`src/hw/swl_pkg.sv`:
```
// Package: constants and carrier types for the stop-wake and supply-low block
package swl_pkg;
  localparam int SWL_PINS = 8;
  localparam int SWL_PWR_DET_EN_BIT = 4;
  localparam logic [7:0] SWL_PWR_CTL_RST = 8'h00;
  localparam logic [SWL_PINS-1:0] SWL_PINS_RST = 8'h00;
  // Stop-recovery delay, as printed in cycles of the system clock
  localparam logic [15:0] SWL_RECOVERY_CYC = 16'h0040;
  // Reset pin glitch filter: least qualifying low width in ns
  localparam int SWL_RST_MIN_NS = 100;
  localparam int SWL_CLK_NS = 5;
  localparam logic [7:0] SWL_RST_FILT_CYC =
    8'((SWL_RST_MIN_NS + SWL_CLK_NS - 1) / SWL_CLK_NS);
  localparam logic [7:0] SWL_FILT_ZERO = 8'h00;
  localparam logic [15:0] SWL_CNT_ZERO = 16'h0000;

  typedef enum logic [1:0]
  {
    SWL_RUN = 2'b00,
    SWL_STOP = 2'b01,
    SWL_RECOVER = 2'b11
  } swl_state_t;

  typedef struct packed
  {
    logic wake_cause;
    logic supply_low_flag;
  } swl_status_t;
endpackage

```
`src/hw/swl_reset_filter.sv`:
```
// Glitch filter for the external active-low reset pin
`timescale 1ns/1ps
module swl_reset_filter
  import swl_pkg::*;
(
  input wire logic mclk_in,
  input wire logic rst_n_in,
  input wire logic pin_low_in,
  output logic reset_req_out
);
  logic [7:0] low_cnt;
  logic done;
  logic [7:0] next_low_cnt;

  assign done = (low_cnt == SWL_RST_FILT_CYC);
  assign next_low_cnt = !pin_low_in ? SWL_FILT_ZERO : (done ? low_cnt : 8'(low_cnt + 8'h01));

  // Short low pulses clear the count before it qualifies
  always_ff @(posedge mclk_in)
  begin
    if (!rst_n_in)
    begin
      low_cnt <= SWL_FILT_ZERO;
      reset_req_out <= 1'b0;
    end
    else
    begin
      low_cnt <= next_low_cnt;
      reset_req_out <= pin_low_in && (next_low_cnt == SWL_RST_FILT_CYC);
    end
  end

  a_filter_qualify: assert property (@(posedge mclk_in) disable iff (!rst_n_in)
    reset_req_out |-> $past(pin_low_in))
    else $error("reset request without low pin");
endmodule

```
`src/hw/swl_stop_wake.sv`:
```
// Stop-state wake, wake cause and supply-low flag logic
`timescale 1ns/1ps
module swl_stop_wake
  import swl_pkg::*;
(
  input wire logic mclk_in,
  input wire logic rst_n_in,
  input wire logic [SWL_PINS-1:0] pins_in,
  input wire logic [SWL_PINS-1:0] wake_en_in,
  input wire logic [SWL_PINS-1:0] pin_irq_en_in,
  input wire logic reset_pin_n_in,
  input wire logic supply_below_in,
  input wire logic [7:0] pwr_ctl_in,
  input wire logic stop_req_in,
  input wire logic irq_enabled_in,
  input wire logic supply_irq_en_in,
  input wire logic wake_cause_clr_in,
  output logic stop_out,
  output logic clk_release_out,
  output logic [SWL_PINS-1:0] port_input_latch_out,
  output logic [SWL_PINS-1:0] pin_irq_out,
  output logic system_reset_out,
  output swl_status_t reset_cause_register_out,
  output logic supply_irq_out
);
  swl_state_t state;
  swl_state_t next_state;
  logic [SWL_PINS-1:0] pin_s1;
  logic [SWL_PINS-1:0] pin_s2;
  logic [SWL_PINS-1:0] snap;
  logic [SWL_PINS-1:0] pend_irq;
  logic rst_s1;
  logic rst_s2;
  logic sup_s1;
  logic sup_s2;
  logic [15:0] rec_cnt;
  logic wake_cause;
  logic supply_low_flag;
  logic filt_reset;
  logic pin_change;
  logic rec_done;
  logic [SWL_PINS-1:0] changed;
  logic [SWL_PINS-1:0] held;
  logic det_en;

  swl_reset_filter u_filter
  (
    .mclk_in(mclk_in),
    .rst_n_in(rst_n_in),
    .pin_low_in(!rst_s2),
    .reset_req_out(filt_reset)
  );

  assign det_en = pwr_ctl_in[SWL_PWR_DET_EN_BIT];
  assign changed = (pin_s2 ^ snap) & wake_en_in;
  assign pin_change = (state == SWL_STOP) && (|changed);
  assign rec_done = (state == SWL_RECOVER) && (rec_cnt == SWL_CNT_ZERO);
  // A pin counts only if it still differs from the snapshot at terminal count
  assign held = changed;

  always_comb
  begin
    next_state = state;
    case (state)
      SWL_RUN: if (stop_req_in) next_state = SWL_STOP;
      SWL_STOP: if (pin_change) next_state = SWL_RECOVER;
      SWL_RECOVER: if (rec_done) next_state = SWL_RUN;
      default: next_state = SWL_RUN;
    endcase
  end

  // Synchronisers: first stage feeds only the second
  always_ff @(posedge mclk_in)
  begin
    pin_s1 <= pins_in;
    pin_s2 <= pin_s1;
    rst_s1 <= reset_pin_n_in;
    rst_s2 <= rst_s1;
    sup_s1 <= supply_below_in;
    sup_s2 <= sup_s1;
  end

  always_ff @(posedge mclk_in)
  begin
    if (!rst_n_in || filt_reset && state != SWL_RUN)
    begin
      state <= SWL_RUN;
      snap <= SWL_PINS_RST;
      port_input_latch_out <= SWL_PINS_RST;
      pend_irq <= SWL_PINS_RST;
      rec_cnt <= SWL_CNT_ZERO;
      wake_cause <= 1'b0;
    end
    else
    begin
      state <= next_state;
      if (state == SWL_RUN)
        port_input_latch_out <= pin_s2;
      else if (rec_done)
        port_input_latch_out <= (port_input_latch_out & ~held) | (pin_s2 & held);
      if (state == SWL_RUN && stop_req_in)
        snap <= pin_s2;
      if (pin_change)
        rec_cnt <= SWL_RECOVERY_CYC;
      else if (state == SWL_RECOVER && rec_cnt != SWL_CNT_ZERO)
        rec_cnt <= rec_cnt - 16'h0001;
      if (rec_done)
        pend_irq <= pend_irq | (held & pin_irq_en_in);
      else if (irq_enabled_in && state == SWL_RUN)
        pend_irq <= SWL_PINS_RST;
      // Set wins over a software clear in the same cycle
      if (pin_change)
        wake_cause <= 1'b1;
      else if (wake_cause_clr_in)
        wake_cause <= 1'b0;
    end
  end

  // Live, unlatched; no software clear, only the detector enable (pwr_ctl_in bit 4) gates it
  assign supply_low_flag = det_en && sup_s2;
  assign supply_irq_out = supply_low_flag && supply_irq_en_in;
  assign pin_irq_out = (irq_enabled_in && state == SWL_RUN) ? pend_irq : SWL_PINS_RST;
  assign stop_out = (state != SWL_RUN);
  assign clk_release_out = rec_done;
  assign system_reset_out = filt_reset && (state != SWL_RUN);
  assign reset_cause_register_out = '{wake_cause: wake_cause, supply_low_flag: supply_low_flag};

  a_wake_sets_cause: assert property (@(posedge mclk_in) disable iff (!rst_n_in)
    pin_change && !filt_reset |=> wake_cause)
    else $error("wake cause not set");
  a_stop_to_recover: assert property (@(posedge mclk_in) disable iff (!rst_n_in)
    pin_change && !filt_reset |=> state == SWL_RECOVER)
    else $error("no recovery on pin change");
  a_latch_frozen: assert property (@(posedge mclk_in) disable iff (!rst_n_in)
    state == SWL_STOP && $past(state) == SWL_STOP |-> $stable(port_input_latch_out))
    else $error("input latch moved in stop");
  a_flag_live: assert property (@(posedge mclk_in) disable iff (!rst_n_in)
    reset_cause_register_out.supply_low_flag == (sup_s2 && pwr_ctl_in[SWL_PWR_DET_EN_BIT]))
    else $error("supply flag not live");
  a_det_disabled: assert property (@(posedge mclk_in) disable iff (!rst_n_in)
    !pwr_ctl_in[4] |-> !supply_irq_out)
    else $error("irq with detector off");
  a_sup_irq: assert property (@(posedge mclk_in) disable iff (!rst_n_in)
    supply_irq_en_in && reset_cause_register_out.supply_low_flag |-> supply_irq_out)
    else $error("supply irq missing");
  a_reset_in_stop: assert property (@(posedge mclk_in) disable iff (!rst_n_in)
    system_reset_out |=> state == SWL_RUN)
    else $error("stop not left on reset");
  a_recover_count: assert property (@(posedge mclk_in) disable iff (!rst_n_in)
    pin_change && !filt_reset |=> rec_cnt == SWL_RECOVERY_CYC)
    else $error("recovery count not loaded");

  // Recovery counter and release strobe
  a_release_pulse: assert property (@(posedge mclk_in) disable iff (!rst_n_in)
    clk_release_out |=> !clk_release_out)
    else $error("release pulse too long");
  a_release_state: assert property (@(posedge mclk_in) disable iff (!rst_n_in)
    clk_release_out |-> state == SWL_RECOVER)
    else $error("release outside recovery");
  a_count_falls: assert property (@(posedge mclk_in) disable iff (!rst_n_in)
    state == SWL_RECOVER && rec_cnt != SWL_CNT_ZERO && !system_reset_out
    |=> rec_cnt == $past(rec_cnt) - 16'h0001)
    else $error("recovery count not falling");

  // Stop entry and stop holding
  a_stop_entry: assert property (@(posedge mclk_in) disable iff (!rst_n_in)
    state == SWL_RUN && stop_req_in |=> state == SWL_STOP)
    else $error("stop request not taken");
  a_stop_holds: assert property (@(posedge mclk_in) disable iff (!rst_n_in)
    state == SWL_STOP && !pin_change && !system_reset_out |=> state == SWL_STOP)
    else $error("stop left without cause");

  // Input latch: only waking pins that held are written at release
  a_latch_recover: assert property (@(posedge mclk_in) disable iff (!rst_n_in)
    state == SWL_RECOVER && !rec_done && !system_reset_out
    |=> $stable(port_input_latch_out))
    else $error("input latch moved in recovery");
  a_latch_release: assert property (@(posedge mclk_in) disable iff (!rst_n_in)
    rec_done && !system_reset_out |=> (port_input_latch_out & ~$past(held))
    == ($past(port_input_latch_out) & ~$past(held)))
    else $error("unheld pin written at release");
  a_irq_pending: assert property (@(posedge mclk_in) disable iff (!rst_n_in)
    !rec_done && !(irq_enabled_in && state == SWL_RUN) && !system_reset_out
    |=> pend_irq == $past(pend_irq))
    else $error("pin irq pending moved");

  // Pin interrupts only reach the CPU once it runs with interrupts on
  a_pin_irq_masked: assert property (@(posedge mclk_in) disable iff (!rst_n_in)
    !irq_enabled_in |-> pin_irq_out == SWL_PINS_RST)
    else $error("pin irq while masked");
  a_pin_irq_stop: assert property (@(posedge mclk_in) disable iff (!rst_n_in)
    stop_out |-> pin_irq_out == SWL_PINS_RST)
    else $error("pin irq during stop");

  // Wake cause: software clear loses to a new wake
  a_cause_clear: assert property (@(posedge mclk_in) disable iff (!rst_n_in)
    wake_cause_clr_in && !pin_change && !system_reset_out |=> !wake_cause)
    else $error("wake cause not cleared");
  a_cause_holds: assert property (@(posedge mclk_in) disable iff (!rst_n_in)
    wake_cause && !wake_cause_clr_in && !system_reset_out |=> wake_cause)
    else $error("wake cause dropped");

  // Supply flag and its interrupt
  a_flag_set: assert property (@(posedge mclk_in) disable iff (!rst_n_in)
    det_en && sup_s2 |-> reset_cause_register_out.supply_low_flag)
    else $error("supply flag not set");
  a_flag_no_det: assert property (@(posedge mclk_in) disable iff (!rst_n_in)
    !det_en |-> !reset_cause_register_out.supply_low_flag)
    else $error("supply flag with detector off");
  a_sup_irq_gated: assert property (@(posedge mclk_in) disable iff (!rst_n_in)
    supply_irq_out |-> supply_irq_en_in && reset_cause_register_out.supply_low_flag)
    else $error("supply irq without cause");

  // The filtered reset pin never resets a running core from here
  a_reset_only_stop: assert property (@(posedge mclk_in) disable iff (!rst_n_in)
    system_reset_out |-> stop_out)
    else $error("system reset outside stop");
endmodule
```
`config.mk`:
```
export PLATFORM = sky130hd
export DESIGN_NAME = swl_stop_wake
export DESIGN_NICKNAME = d
export VERILOG_FILES = /design/src/hw/swl_pkg.sv /design/src/hw/swl_reset_filter.sv /design/src/hw/swl_stop_wake.sv
export SDC_FILE = /design/constraint.sdc
export NUM_CORES = 1
export LEC_CHECK = 0
export ABC_AREA = 1
export BUFFER_PORTS_ARGS = -buffer_cell sky130_fd_sc_hd__buf_2
export CORE_MARGIN = 2
export CORE_UTILIZATION = 55
export CTS_CLUSTER_DIAMETER = 60
export CTS_CLUSTER_SIZE = 30
export DETAILED_ROUTE_END_ITERATION = 10
export PLACE_DENSITY = 0.79
export SKIP_CTS_REPAIR_TIMING = 1
export SLEW_MARGIN = 20
export SYNTH_ARGS = -nofsm -noshare
export SYNTH_HDL_FRONTEND = slang
export SYNTH_HIERARCHICAL = 1
export SYNTH_SLANG_ARGS = --single-unit
```
`constraint.sdc`:
```
create_clock -name mclk_in -period 3.8 [get_ports mclk_in]
set_input_delay 0.19 -clock mclk_in [delete_from_list [all_inputs] [get_ports mclk_in]]
set_output_delay 0.19 -clock mclk_in [all_outputs]
set_load 0.02 [all_outputs]
```
==> metrics.md <==
| Metric | Value |
|---|---|
| Max Cap Viol | 0 |
| Clock-pin slew on the worst setup and hold paths | about 0.08 ns |
| RePlAce Congestion | around 0.83 |
| Leakage power | between 1.5 and 2 nW |
| Post-synthesis cell count | approximately 460 |
| Clock root buffer | clkbuf_8 |
| Post-Syn Area | 0.003373 mm^2 |
| CP arrival | roughly 2 ns |
| GRT overflow | 0 |
| Routed WL | between 7 and 8 mm |
| Synth top area share | 0.4273 |
| Netlist cell types | 34 |
| Max rail drop VDD | around 0.32 mV |
| Crit path max fanout | 4 |
| Fraction of registers with async set/reset | 0 |
| Area growth from synthesis to layout | 17.88% |
| Area leader, netlist | dfxtp_1 |
| Syn_area_per_cell | roughly 7.3 um^2 |
| Die area | 0.006776 mm^2 |
| Chip height | 82.32 um |
| Crit share post-route | 0.5663 |
| Number of synthesized flops with an enable pin | 0 |
| Worst-Skew Late Latency | roughly 0.36 ns |
| Max-slew headroom | 0.4333 |
| All-Layer GR Usage | 0.2279 |
| Ys flop type | dfxtp_1 |
| Pre-antenna DRT Iters | 4 |
| CP Launch Type | flip-flop |
| Core ar. | just under 0.006 mm^2 |
| Global-route wire length before repair | approximately 12 mm |
| Unrepaired setup endpoints after global routing | no |
| Max Fclk | 464.7 MHz |
| Required @ worst endpoint | 3.61 ns |
| Setup Skew | 0.008932 ns |
| Synth top area cells | dfxtp_1 (43%), nand2_1 (14%), inv_1 (6.5%) |
| Vias | around 3k |
| Clk sinks | between 70 and 80 |
| Final Power | between 0.0015 and 0.002 W |
| Final setup fails | 0 |
| Setup CP Type | flip-flop to primary output |
| Ys Warns | 6 |
| IO buf count | 54 |
| Vias in the first global route | 2782 |
| Crit end category | primary output |
| Worst Tran Pin Value | about 0.84 ns |
| Drt wl/cell | approximately 12 um |
| Die Width | 82.32 um |
| Std cell rows | 28 |
| Initial DRC count | 155 |
| Share of layout cells above drive strength 1 | 0.2191 |
| Via density | roughly 4.9 |
| TNS Setup | 0 ns |
| Largest net degree at the start of global routing | 20 |
| Nets | 572 |
| Antenna-violating nets left | 0 |
| Fill count | a little under 500 |
| Hold WC Path Type | input pin to flip-flop |
| Total CTS buffers | 9 |
| HPWL after DPL | about 5.2 mm |
| Total number of H-tree levels | 3 |
| Share of the yosys chip area belonging to registers | 0.4273 |
| DRC | 0 |
| Initial Utilization | 0.5697 |
| CTS tree | done |
| Final min period | approximately 2.2 ns |
| Pre-CTS setup slack | ~1.8 ns |
| PwrDens | 456.5 mW/mm^2 |
| Max clock buf depth | 2 |
| Ant. Diodes | 0 |
| #FFs+latches synth | a little over 70 |
| Final setup margin | between 1.5 and 2 ns |
| Fin. max-slew vios | 0 |
| Initial antenna violation count | 0 |
| Syn Nets | 507 |
| Number of I/O pins | 62 |
| Final Hold Fails | 0 |
| Status | complete, no violations |
## worst paths after layout
check                                       end  cells past startpoint  slack (ns)               from
worst max-delay path            clk_release_out                      6        1.65         rec_cnt[0]
worst min-delay path                 wake_cause                      4        0.08  wake_cause_clr_in
worst max register to register      rec_cnt[11]                      5        1.73           state[1]
worst min register to register        pin_s2[7]                      0        0.33          pin_s1[7]
## per-layer routing
layer | wire length [um] | part of all wire | track usage
met1 | 3048 | 0.42 | 0.2580
met3 | 372 | 0.051 | 0.06522
met5 | 0 | 0 | 0
met2 | 3720 | 0.51 | 0.4081
met4 | 90 | 0.012 | 0.07667
## layout make-up
class                   instances  area (um^2)  share of cell area
flip-flops and latches         72         1441              0.3625
clock buffers                   9        123.9             0.03115
multi-input cells             317         1598              0.4018
well taps                      75        93.84             0.02360
clock inverters                 7        102.6             0.02580
repair buffers                 64        370.4             0.09314
inverters                      65        246.5             0.06199
## cells in the final DEF, fill, tap and decap left out, drive strengths merged
master,synthesis,final
a21oi,41,41
or2,1,1
clkbuf,1,9
buf,9,54
nor3,2,2
nand3,36,36
bufinv,0,2
o21ai,21,21
nor2,64,64
xor2,4,4
nand2,134,134
dlygate4sd3,0,10
nand4,3,3
clkinv,0,2
nand3b,4,4
xnor2,3,3
ha,3,3
dfxtp,72,72
inv,65,68
nor3b,1,1
## worst max-delay path, stage by stage (launching register included)
cell and delay, ns:
dfxtp_1 0.31, inv_1 0.11, ha_1 0.31, nand2_4 0.12
nor3_1 0.33, nor3b_1 0.22, buf_2 0.19
## per-stage QoR
stage	cells	instance area, um^2	hold slack, ns	utilization
floorplan	464	3373	0.2177	-
global placement	583	3650	0.2922	0.6164
detailed placement	583	3650	0.2936	0.6164
CTS	599	3876	-0.07868	0.6547
global route	609	3976	0.08790	0.6716
finish	609	3976	0.07598	0.6716
## synthesized netlist by cell type (3+ instances only)
master,number
nand2_1,124
dfxtp_1,72
inv_1,58
nor2_1,47
nand3_1,34
a21oi_1,31
o21ai_0,19
nor2_2,13
a21oi_2,9
inv_2,6
nand2_2,6
nand3b_1,4
xor2_1,4
buf_2,3
buf_6,3
ha_1,3
nand2_4,3
nand4_1,3
nor2_4,3
xnor2_1,3
## power by group
part           leakage, nW  switching (W)  total, W  internal (W)
combinational         1.17       0.000194  0.000301      0.000108
clock                0.116       0.000313  0.000691      0.000379
sequential           0.593      0.0000267  0.000823      0.000796
## cell families after synthesis
kind of cell / share of synthesized area
AOI/OAI and AO/OA: 0.1053
xor gates and xnor gates: 0.01818
adders and majority gates: 0.01113
buffers and inverters: 0.09903
DFF: 0.4273
and+or+nand+nor: 0.3390
No activity file was read; power rests on OpenSTA's default activity.
